$ cat config.mk
export PLATFORM = sky130hd
export DESIGN_NAME = dps_top
export DESIGN_NICKNAME = d
export VERILOG_FILES = /design/src/hdl/dps_pkg.sv /design/src/hdl/dps_top.sv
export SDC_FILE = /design/constraint.sdc
export NUM_CORES = 1
export LEC_CHECK = 0
export BUFFER_PORTS_ARGS = -buffer_cell sky130_fd_sc_hd__buf_4
export CAP_MARGIN = 20
export CORE_MARGIN = 5
export CORE_UTILIZATION = 51
export CTS_BUF_LIST = sky130_fd_sc_hd__clkbuf_4 sky130_fd_sc_hd__clkbuf_8 sky130_fd_sc_hd__clkbuf_16
export DETAILED_ROUTE_END_ITERATION = 6
export PLACE_DENSITY_LB_ADDON = 0.3
export SLEW_MARGIN = 20
export SYNTH_ARGS = -nofsm -noshare
export SYNTH_HDL_FRONTEND = slang
export SYNTH_SLANG_ARGS = --single-unit
$ cat constraint.sdc
create_clock -name CORE_CLK -period 11.45 [get_ports CORE_CLK]
set_clock_uncertainty 0.05 [all_clocks]
set_input_delay 0 -clock CORE_CLK [delete_from_list [all_inputs] [get_ports CORE_CLK]]
set_output_delay 0 -clock CORE_CLK [all_outputs]
set_load 0.02 [all_outputs]
$ cat src/hdl/dps_pkg.sv
// Constants, register map and carrier types of the drive protection supervisor.
// Assumes one 100 MHz core clock and an APB master with 32-bit data.
package dps_pkg;

  // ---------------------------------------------------------------
  // Register map
  // ---------------------------------------------------------------
  localparam logic [7:0] OFS_CFG  = 8'h00;
  localparam logic [7:0] OFS_LIM  = 8'h04;
  localparam logic [7:0] OFS_TIM  = 8'h08;
  localparam logic [7:0] OFS_REF  = 8'h0C;
  localparam logic [7:0] OFS_CTRL = 8'h10;
  localparam logic [7:0] OFS_STAT = 8'h14;
  localparam int         CTRL_CLEAR_BIT = 0;

  // ---------------------------------------------------------------
  // Codes
  // ---------------------------------------------------------------
  localparam logic [4:0] RLY_DRV_OL   = 5'h06;
  localparam logic [4:0] RLY_STALL    = 5'h07;
  localparam logic [4:0] RLY_REF_LOSS = 5'h0B;
  localparam logic [4:0] RLY_STOPPED  = 5'h0D;
  localparam logic [4:0] RLY_CONSTANT = 5'h0E;
  localparam logic [4:0] RLY_WAIT_RUN = 5'h10;
  localparam logic [4:0] RLY_FAULT    = 5'h11;
  localparam logic [4:0] FN_EXT_NO    = 5'h12;
  localparam logic [4:0] FN_EXT_NC    = 5'h13;
  localparam logic [1:0] CRIT_HALF    = 2'h1;
  localparam logic [1:0] CRIT_MIN     = 2'h2;
  localparam logic [1:0] ACT_COAST    = 2'h1;
  localparam logic [1:0] ACT_DECEL    = 2'h2;

  // Trip vector positions
  localparam int TRIP_W = 9;
  localparam int TR_UV = 0, TR_MOL = 1, TR_DOL = 2, TR_GND = 3, TR_INPH = 4;
  localparam int TR_OUTPH = 5, TR_EXTA = 6, TR_EXTB = 7, TR_REF = 8;

  // ---------------------------------------------------------------
  // Timing
  // ---------------------------------------------------------------
  localparam int CLK_HZ        = 100_000_000;
  localparam int TENTH_SEC_MS  = 100;
  localparam int TENTH_CYCLES  = CLK_HZ / 1000 * TENTH_SEC_MS;
  localparam logic [12:0] TENTHS_PER_SEC = 13'h000A;
  // Drive overload budget: 50 percent excess held for 600 tenths
  localparam logic [15:0] DOL_BUDGET_MUL = 16'h012C;
  localparam logic [31:0] PCT_SCALE      = 32'h00000064;

  // ---------------------------------------------------------------
  // Carriers and state
  // ---------------------------------------------------------------
  typedef struct packed {
    logic [4:0] in5_fn;       // multi_input_five_function
    logic [4:0] in4_fn;       // multi_input_four_function
    logic [1:0] loss_action;  // reference_loss_action
    logic [1:0] loss_crit;    // analog_loss_criterion
    logic       ovl_en;       // motor_overload_enable
    logic [2:0] user_mask;    // user_fault_mask
    logic [2:0] stall_mask;   // stall_phase_mask
    logic [2:0] fault_mask;   // fault_relay_mask
    logic [4:0] relay_fn;     // relay_function_select
  } dps_cfg_type;

  typedef struct packed {
    logic [15:0] rated;       // motor_rated_current
    logic [7:0]  stall_lvl;   // stall_current_level
    logic [7:0]  ovl_lvl;     // motor_overload_level
  } dps_lim_type;

  typedef struct packed {
    logic [10:0] ref_wait;    // reference_loss_wait, tenths of a second
    logic [7:0]  ovl_time;    // motor_overload_time, seconds
  } dps_tim_type;

  typedef struct packed {
    logic [15:0] drv_rated;   // drive rated current
    logic [7:0]  cur_min;     // current_input_minimum
    logic [7:0]  volt_min;    // voltage_input_minimum
  } dps_ref_type;

  typedef struct packed {
    logic        run_cmd;
    logic        running;
    logic        accel;
    logic        decel;
    logic        gnd_fault;
    logic        in_phase_loss;
    logic        out_phase_loss;
    logic        in4_closed;   // multi_input_four against input_common_terminal
    logic        in5_closed;   // multi_input_five against input_common_terminal
    logic        dc_link_high;
    logic        undervoltage;
    logic        ref_is_analog;
    logic        analog_is_current;
    logic        serial_ref_lost;
    logic        restart_tries;  // auto_restart_tries non-zero
    logic [7:0]  analog_pct;
    logic [15:0] out_current;
  } dps_pin_type;

  typedef struct packed {
    logic out_cut;
    logic stall_decel;
    logic decel_hold;
    logic ramp_extend;
    logic stop_decel;
    logic relay;        // drives relay_normally_open_pair
  } dps_act_type;

  typedef struct packed {
    dps_pin_type         sync1;
    dps_pin_type         sync2;
    dps_cfg_type         cfg;
    dps_lim_type         lim;
    dps_tim_type         tim;
    dps_ref_type         rf;
    logic [23:0]         tick_cnt;
    logic [12:0]         ovl_cnt;
    logic [31:0]         dol_acc;
    logic [10:0]         ref_cnt;
    logic                ref_lost;
    logic [TRIP_W-1:0]   trip;
    dps_act_type         act;
    logic                pready;
    logic                pslverr;
    logic [31:0]         prdata;
  } dps_state_type;

  localparam dps_cfg_type CFG_RST = '{in5_fn: 5'h04, in4_fn: 5'h03, loss_action: 2'h0,
    loss_crit: 2'h0, ovl_en: 1'h0, user_mask: 3'h0, stall_mask: 3'h3,
    fault_mask: 3'h2, relay_fn: 5'h11};
  localparam dps_lim_type LIM_RST = '{rated: 16'h03E8, stall_lvl: 8'h96, ovl_lvl: 8'hB4};
  localparam dps_tim_type TIM_RST = '{ref_wait: 11'h00A, ovl_time: 8'h3C};
  localparam dps_ref_type REF_RST = '{drv_rated: 16'h03E8, cur_min: 8'h00, volt_min: 8'h00};

endpackage

$ cat src/hdl/dps_top.sv
// Drive protection supervisor: trips, stall prevention, reference loss, relay.
// Assumes APB master on CORE_CLK; sense pins are asynchronous and resynchronised.
`timescale 1ns/1ns
module dps_top
  import dps_pkg::*;
#(
  parameter int TICK_CYCLES = TENTH_CYCLES
) (
  input  wire logic        CORE_CLK,
  input  wire logic        ARST_N,
  input  wire logic        PSEL,
  input  wire logic        PENABLE,
  input  wire logic        PWRITE,
  input  wire logic [7:0]  PADDR,
  input  wire logic [31:0] PWDATA,
  output      logic [31:0] PRDATA,
  output      logic        PREADY,
  output      logic        PSLVERR,
  input  wire dps_pin_type SENSE,
  output      dps_act_type DRIVE
);

  // ---------------------------------------------------------------
  // Helpers
  // ---------------------------------------------------------------
  // One input trips only for the contact kind its function code selects
  function automatic logic ext_trip(input logic [4:0] code, input logic closed,
                                    input logic [4:0] kind);
    ext_trip = (code == kind) && (closed == (kind == FN_EXT_NO));
  endfunction

  function automatic logic hit(input logic [7:0] addr, input logic [7:0] ofs);
    hit = (addr == ofs);
  endfunction

  dps_state_type st_ff;
  dps_state_type nxt_st;

  dps_pin_type        p;
  logic [31:0]        cur_pct;
  logic               over_ovl;
  logic               over_stall;
  logic               over_drive;
  logic               tick;
  logic [12:0]        ovl_limit;
  logic               analog_loss;
  logic               ref_loss_now;
  logic [7:0]         ref_min;
  logic [TRIP_W-1:0]  cause;
  logic               stall_acc;
  logic               stall_run;
  logic               stall_dec;
  logic               clear_wr;
  logic               mapped;
  logic               fault_relay;

  // ---------------------------------------------------------------
  // Next state
  // ---------------------------------------------------------------
  always_comb begin
    nxt_st       = st_ff;
    nxt_st.sync1 = SENSE;
    nxt_st.sync2 = st_ff.sync1;
    p            = st_ff.sync2;

    tick = (st_ff.tick_cnt == 24'(TICK_CYCLES - 1));
    nxt_st.tick_cnt = tick ? 24'h000000 : st_ff.tick_cnt + 24'h000001;

    // Current compared as percent of rated, scaled to avoid a divider
    cur_pct    = 32'(p.out_current) * PCT_SCALE;
    over_ovl   = cur_pct > (32'(st_ff.lim.rated) * 32'(st_ff.lim.ovl_lvl));
    over_stall = cur_pct > (32'(st_ff.lim.rated) * 32'(st_ff.lim.stall_lvl));
    over_drive = p.out_current > st_ff.rf.drv_rated;

    // Motor overload timer in tenths of a second
    ovl_limit = 13'(st_ff.tim.ovl_time) * TENTHS_PER_SEC;
    if (st_ff.cfg.ovl_en && over_ovl) begin
      if (tick && (st_ff.ovl_cnt < ovl_limit)) begin
        nxt_st.ovl_cnt = st_ff.ovl_cnt + 13'h0001;
      end
    end else begin
      nxt_st.ovl_cnt = 13'h0000;
    end

    // Inverse time: excess current integrates, so more excess trips sooner
    if (over_drive) begin
      if (tick) begin
        nxt_st.dol_acc = st_ff.dol_acc + 32'(p.out_current - st_ff.rf.drv_rated);
      end
    end else begin
      nxt_st.dol_acc = 32'h00000000;
    end

    // Reference loss detection and qualification
    ref_min = p.analog_is_current ? st_ff.rf.cur_min : st_ff.rf.volt_min;
    case (st_ff.cfg.loss_crit)
      CRIT_HALF: analog_loss = ({p.analog_pct, 1'b0} < {1'b0, ref_min});
      CRIT_MIN:  analog_loss = (p.analog_pct < ref_min);
      default:   analog_loss = 1'b0;
    endcase
    ref_loss_now = p.ref_is_analog ? analog_loss : p.serial_ref_lost;
    if (ref_loss_now) begin
      if (tick && (st_ff.ref_cnt < st_ff.tim.ref_wait)) begin
        nxt_st.ref_cnt = st_ff.ref_cnt + 11'h001;
      end
    end else begin
      nxt_st.ref_cnt = 11'h000;
    end
    nxt_st.ref_lost = ref_loss_now && (st_ff.ref_cnt >= st_ff.tim.ref_wait);

    // Trip causes
    cause           = '0;
    cause[TR_UV]    = p.undervoltage;
    cause[TR_MOL]   = st_ff.cfg.ovl_en && over_ovl && (st_ff.ovl_cnt >= ovl_limit);
    cause[TR_DOL]   = st_ff.dol_acc >= (32'(st_ff.rf.drv_rated) * 32'(DOL_BUDGET_MUL));
    cause[TR_GND]   = st_ff.cfg.user_mask[2] && p.running && p.gnd_fault;
    cause[TR_INPH]  = st_ff.cfg.user_mask[1] && p.in_phase_loss;
    cause[TR_OUTPH] = st_ff.cfg.user_mask[0] && p.out_phase_loss;
    cause[TR_EXTA]  = ext_trip(st_ff.cfg.in4_fn, p.in4_closed, FN_EXT_NO) ||
                      ext_trip(st_ff.cfg.in5_fn, p.in5_closed, FN_EXT_NO);
    cause[TR_EXTB]  = ext_trip(st_ff.cfg.in4_fn, p.in4_closed, FN_EXT_NC) ||
                      ext_trip(st_ff.cfg.in5_fn, p.in5_closed, FN_EXT_NC);
    cause[TR_REF]   = st_ff.ref_lost && (st_ff.cfg.loss_action == ACT_COAST);

    // APB
    mapped   = hit(PADDR, OFS_CFG) || hit(PADDR, OFS_LIM) || hit(PADDR, OFS_TIM) ||
               hit(PADDR, OFS_REF) || hit(PADDR, OFS_CTRL) || hit(PADDR, OFS_STAT);
    clear_wr = PSEL && PENABLE && st_ff.pready && PWRITE && hit(PADDR, OFS_CTRL) &&
               PWDATA[CTRL_CLEAR_BIT];
    nxt_st.pready  = 1'b0;
    nxt_st.pslverr = 1'b0;
    nxt_st.prdata  = 32'h00000000;
    if (PSEL && !PENABLE) begin
      nxt_st.pready  = 1'b1;
      nxt_st.pslverr = !mapped;
      if (!PWRITE) begin
        if (hit(PADDR, OFS_CFG)) begin
          nxt_st.prdata = 32'(st_ff.cfg);
        end else if (hit(PADDR, OFS_LIM)) begin
          nxt_st.prdata = 32'(st_ff.lim);
        end else if (hit(PADDR, OFS_TIM)) begin
          nxt_st.prdata = 32'(st_ff.tim);
        end else if (hit(PADDR, OFS_REF)) begin
          nxt_st.prdata = 32'(st_ff.rf);
        end else if (hit(PADDR, OFS_STAT)) begin
          nxt_st.prdata = 32'({st_ff.act, st_ff.ref_lost, st_ff.trip});
        end
      end
    end
    if (PSEL && PENABLE && st_ff.pready && PWRITE) begin
      if (hit(PADDR, OFS_CFG)) begin
        nxt_st.cfg = dps_cfg_type'(PWDATA[$bits(dps_cfg_type)-1:0]);
      end else if (hit(PADDR, OFS_LIM)) begin
        nxt_st.lim = dps_lim_type'(PWDATA);
      end else if (hit(PADDR, OFS_TIM)) begin
        nxt_st.tim = dps_tim_type'(PWDATA[$bits(dps_tim_type)-1:0]);
      end else if (hit(PADDR, OFS_REF)) begin
        nxt_st.rf = dps_ref_type'(PWDATA);
      end
    end

    // Latched trips: a clear only drops causes already gone, set wins
    nxt_st.trip = (clear_wr ? '0 : st_ff.trip) | cause;
    if (clear_wr) begin
      nxt_st.act.stop_decel = st_ff.ref_lost && (st_ff.cfg.loss_action == ACT_DECEL);
    end else if (st_ff.ref_lost && (st_ff.cfg.loss_action == ACT_DECEL)) begin
      nxt_st.act.stop_decel = 1'b1;
    end
    nxt_st.act.out_cut = |nxt_st.trip;

    // Stall prevention
    stall_acc = st_ff.cfg.stall_mask[0] && p.accel && over_stall;
    stall_run = st_ff.cfg.stall_mask[1] && p.running && !p.accel && !p.decel &&
                over_stall;
    stall_dec = st_ff.cfg.stall_mask[2] && p.decel && p.dc_link_high;
    nxt_st.act.stall_decel = (stall_acc || stall_run) && !nxt_st.act.out_cut;
    nxt_st.act.decel_hold  = stall_dec && !nxt_st.act.out_cut;
    nxt_st.act.ramp_extend = (stall_acc || stall_dec) && !nxt_st.act.out_cut;

    // Multi-function relay
    fault_relay = (st_ff.cfg.fault_mask[0] && st_ff.trip[TR_UV]) ||
                  (st_ff.cfg.fault_mask[1] && (|st_ff.trip[TRIP_W-1:1])) ||
                  (st_ff.cfg.fault_mask[2] && p.restart_tries);
    case (st_ff.cfg.relay_fn)
      RLY_DRV_OL:   nxt_st.act.relay = st_ff.trip[TR_DOL];
      RLY_STALL:    nxt_st.act.relay = stall_acc || stall_run || stall_dec;
      RLY_REF_LOSS: nxt_st.act.relay = st_ff.ref_lost;
      RLY_STOPPED:  nxt_st.act.relay = !p.running && !p.run_cmd;
      RLY_CONSTANT: nxt_st.act.relay = p.running && !p.accel && !p.decel;
      RLY_WAIT_RUN: nxt_st.act.relay = !(|st_ff.trip) && !p.run_cmd && !p.running;
      RLY_FAULT:    nxt_st.act.relay = fault_relay;
      default:      nxt_st.act.relay = 1'b0;
    endcase
  end

  // ---------------------------------------------------------------
  // State register
  // ---------------------------------------------------------------
  always_ff @(posedge CORE_CLK or negedge ARST_N) begin
    if (!ARST_N) begin
      st_ff          <= '0;
      st_ff.cfg      <= CFG_RST;
      st_ff.lim      <= LIM_RST;
      st_ff.tim      <= TIM_RST;
      st_ff.rf       <= REF_RST;
    end else begin
      st_ff <= nxt_st;
    end
  end

  assign PRDATA  = st_ff.prdata;
  assign PREADY  = st_ff.pready;
  assign PSLVERR = st_ff.pslverr;
  assign DRIVE   = st_ff.act;
endmodule

== After elaboration in Yosys (flattened, before gate mapping) ==
Index checks and enable logic that the tools add are counted.
Storage, ports and cells
  input bits: 84
  flip-flop bits (word level): 320
Cells by class
  $mul: 5
  mux-type cells: 21
  eq/ne operators: 24
  reductions and logical operators: 69
  add/sub/neg operators: 5
  bitwise operators: 6
  order comparisons: 10
Operators by type and width (count)
  32-bit 2-to-1 mux: 7
  23-bit by 24-bit > comparator with 1-bit output: 2
  16-bit by 8-bit multiplier with 24-bit output: 2
  1-bit logical AND: 40
  34-bit 2-to-1 mux: 1
  32-bit adder: 1
  32-bit by 25-bit >= comparator with 1-bit output: 1
  5-bit equality test (second input constant): 6
  13-bit 2-to-1 mux: 2
  24-bit by 1-bit adder with 24-bit output (second input constant): 1
  24-bit equality test (second input constant): 1
  24-bit 2-to-1 mux: 1
  16-bit by 7-bit multiplier with 23-bit output (second input constant): 1
  11-bit 2-to-1 mux: 2
  16-bit by 5-bit multiplier with 21-bit output (second input constant): 1
  9-bit OR reduction: 2
  16-bit by 16-bit subtractor with 17-bit output: 1
  8-bit by 4-bit equality test with 1-bit output (second input constant): 2
  8-bit by 5-bit equality test with 1-bit output (second input constant): 2
  16-bit > comparator: 1
  16-bit 2-to-1 mux: 1
  5-bit by 4-bit equality test with 1-bit output (second input constant): 3
  13-bit by 1-bit adder with 13-bit output (second input constant): 1
  13-bit by 12-bit >= comparator with 1-bit output: 1
  other kinds (28): 57

== Longest topological paths before layout ==
  depth in word-level cells: 10
  depth in mapped cells: 28
  gate-level depth less buffers: 27

== Worst setup path after synthesis ==
No wires, ideal clock.
  path kind: flip-flop to flip-flop
  start point: reg st_ff[202] (netlist name)
  end point: reg st_ff (netlist bit DRIVE[0])
  data required time: 11.281 ns
  period minus slack after synthesis: 6.489 ns
  cell stages (with the launch flop): 26
  data arrival time: 6.320 ns
  path slack: 4.961 ns
  cells stage by stage: dfstp_2 clkbuf_1 and2_1 fa_1 fa_1 fa_1 inv_1 fa_1 inv_1 ha_1 o21a_1 o21a_1 and3_1 nand3_1 a41oi_1 or4_1 a31o_2 a21oi_1 xor2_1 ha_1 a21oi_1 o21ai_0 a2111oi_0 a21oi_1 nor4b_1 o21a_1
RTL lines
  from (decl): line dps_top.sv:36  | dps_state_type st_ff;
  from (signal assigned): line dps_top.sv:207  | st_ff <= nxt_st;

==> qor.yml <==
floorplan:
  fp.dieArea_sq_um: 61870
  io_pins: 124
  rows: 87
  die_height_um: 248.7
  coreArea_sq_um: 56390
  initial_core_util_pct: 51.55
  dieWidth_um: 248.7
route:
  routedWlPerCell_um: 19.59
  drtIter0Drc: 1728
  antenna_left: 0
  vias_per_cell: 5.722
  first_pass_iters: 6
  drc: 0
  vias: 22690
  drt-total-wl_um: 77680
critical_path:
  timing.reg2reg.setup_slack_ps: 4010
  required_ps: 11850
  r2r_end: "DRIVE[0]"
  endpoint_kind: "flop"
  path_class: "flop to flop"
  crit_fanout: 18
  cp-start-kind: "flop"
  cp_data_arrival_time_ps: 7840
  rr_worst_depth: 24
  rr_startpoint: "st_ff[201]"
yosys:
  yosysWarnings: 0
  ys_seq_area_share_pct: 27.69
  synthCells: 3051
  synth_top_area_share_pct: 24.62
  yosys_register_bits: 320
  synth-main-ff-cell: "dfrtp_1"
  async_flop_share_pct: 100.0
  synthTopCellsByArea: "dfrtp_1 (25%), ha_1 (16%), fa_1 (14%), inv_1 (5.4%), and2_1 (4.0%)"
  synthMostInstantiatedCell: "inv_1"
  syn-num-nets: 3707
  avgSynthCellArea_sq_um: 9.528
  synth_area_leader_cell: "dfrtp_1"
  synth.distinct_cells: 78
  syn_area_sq_um: 29070
  synth_edf_count: 0
  synthTopCellsByCount: "inv_1 (415), ha_1 (367), dfrtp_1 (286)"
power_and_ir_drop:
  power_density_nw_per_um2: 92.36
  leakagePower_uw: 0.01640
  vdd_drop_max_uv: 118.8
sta:
  whs_ps: -11.60
  worst_slew_pin_slew_ps: 1099
  fin_tns_setup_ps: 0
  setup_violations: 0
  rsz0062_at_grt: "false"
  max_slew_margin_pct: 26.72
  hold_viol: 2
  clock.fmax_mhz: 134.4
  period_share_pct: 64.97
  post-route-min-period_ps: 7439
  finalMaxSlewViolations: 0
placed_design:
  dpl.hpwl_um: 59680
  io_buffers: 123
  gp_congestion: 0.9149
  dpl_cell_area_sq_um: 30430
cells_and_area:
  drive_above_1_share_pct: 10.85
  fillers: 4804
  design_area_sq_um: 32540
  nets: 3837
  areaGrowthSynthToFinish_pct: 11.93
clock_tree:
  root_buffer: "clkbuf_16"
  post_cts_resized: 0
  clk_pin_slew_ps: 60
  cts_made_buffers: 36
  clock_sinks: 320
  htree_levels: 2
  cts_tree: "built"
  clk_latency_ps: 560
  clockBufferDepth: 3
grt:
  grt_max_degree: 108
  grt_first_pass_wirelength_um: 125400
  grt_pass1_vias: 23210
  grt_overflow_total: 0
  grt_util_all_layers_pct: 24.74
  antenna_found_initial: 2
worst_hold_path:
  hp-class: "input port to asynchronous set/reset pin"
job:
  maxCapViolCount: 0
run_status:
  violations: "hold timing"
  status: "finished with violations"
==> worst max path at each step <==
| stage | cells after the start | start | to | slack [ps] |
|---|---|---|---|---|
| finish | 24 | st_ff[201] | DRIVE[0] | 4010 |
| global route | 24 | st_ff[201] | DRIVE[0] | 3380 |
| CTS | 24 | st_ff[201] | DRIVE[0] | 4070 |
| detailed placement | 24 | st_ff[201] | DRIVE[0] | 4080 |
| global placement | 19 | st_ff[201] | st_ff[41] | 4410 |
| floorplan | 25 | st_ff[202] | DRIVE[0] | 4960 |
==> layout by cell type, fill, tap and decap left out, drive strengths merged, types with 29 or more instances in the layout <==
master       Yosys  final
dfstp           34     34
and2           186    186
o21a            29     29
nor3            35     35
a21o            56     56
xnor2           75     75
mux2            83     83
clkbuf          85     54
ha             367    367
buf             46    139
nor2           134    134
inv            415    417
fa             205    205
nand2          251    251
a21oi          168    168
nand4           30     30
dlygate4sd3      0     82
xor2            71     71
o21ai          101    101
dfrtp          286    286
nand3           45     45
==> registers in the layout, indices dropped and copies added, names as in the netlist <==
name     cells
PRDATA      32
st_ff      202
p           38
DRIVE        6
PSLVERR      1
cause        1
nxt_st      39
PREADY       1
==> final cells by class <==
type	instances	area (sq um)	share of cell area, %
inverters	415	1558	4.788
clock inverters	13	168.9	0.5191
repair buffers	223	1897	5.830
clock buffers	52	1071	3.292
flip-flops and latches	320	8050	24.74
diodes	1	2.502	0.007691
multi-input cells	2185	18840	57.92
well taps	756	945.9	2.907
==> layer usage <==
layer  vias to the layer above  share of wire (%)  wire (um)  global-route usage [%]
li1                      10510                  -          -                       -
met1                     11280                 43      33300                   33.69
met2                       750                 46      35790                   40.11
met3                       142                7.1       5506                   4.479
met4                         2                3.9       3060                   8.561
met5                         -              0.017         13                       0
==> per-stage QoR <==
stage	utilization [%]	std cells	hold WS (ps)	total power, uW	worst slack, ps
final	57.70	3965	-11.60	3005	4011
after detailed placement	53.97	3813	49.51	1784	4085
after global placement	53.97	3813	41.11	1759	4408
after floorplan	-	3051	-345.6	1564	4961
after CTS	57.63	3960	10.68	3024	4066
after global routing	57.70	3964	27.72	3159	3383
==> kinds of logic (layout without fill, tap and decap cells) <==
kind of cell	after synthesis	count (layout)	share of synthesized area [%]
AND/OR/NAND/NOR	828	828	14.60
adder cells (fa/ha/maj)	572	572	29.91
buffers and inverters	546	703	7.584
AO/OA/AOI/OAI	542	542	12.11
flip-flops	320	320	27.69
XOR/XNOR	146	146	4.399
multiplexers	97	97	3.697
other	0	1	0
==> power by group <==
part	switching (uW)	internal (uW)	leakage, uW
clock	488	723	0.000609
sequential	19.6	1150	0.00401
combinational	370	255	0.0118
total	877	2130	0.0164
==> timing repair <==
| action | in CTS | in global routing |
|---|---|---|
| buffers inserted | 0 | 0 |
| hold buffers | 82 | 0 |
| hold endpoints to repair | 269 | 0 |
| endpoints found under the setup margin | 0 | 0 |
==> critical path, cell delays in order (launching register included) <==
cell and delay [ps]:
dfrtp_1 790, and2_1 250, fa_1 460, fa_1 520
fa_1 540, inv_1 50, fa_1 540, inv_1 50
ha_1 220, nor3_1 310, nor3b_1 240, o211ai_1 180
nand3_1 160, a41oi_1 170, or4_1 460, a31o_2 250
a21oi_1 180, xor2_1 170, ha_1 260, a21oi_1 130
o21ai_0 140, a2111oi_0 440, a21oi_1 320, nor4b_1 240
o21a_1 210
Note: power is estimated with default switching activity, not from simulation.
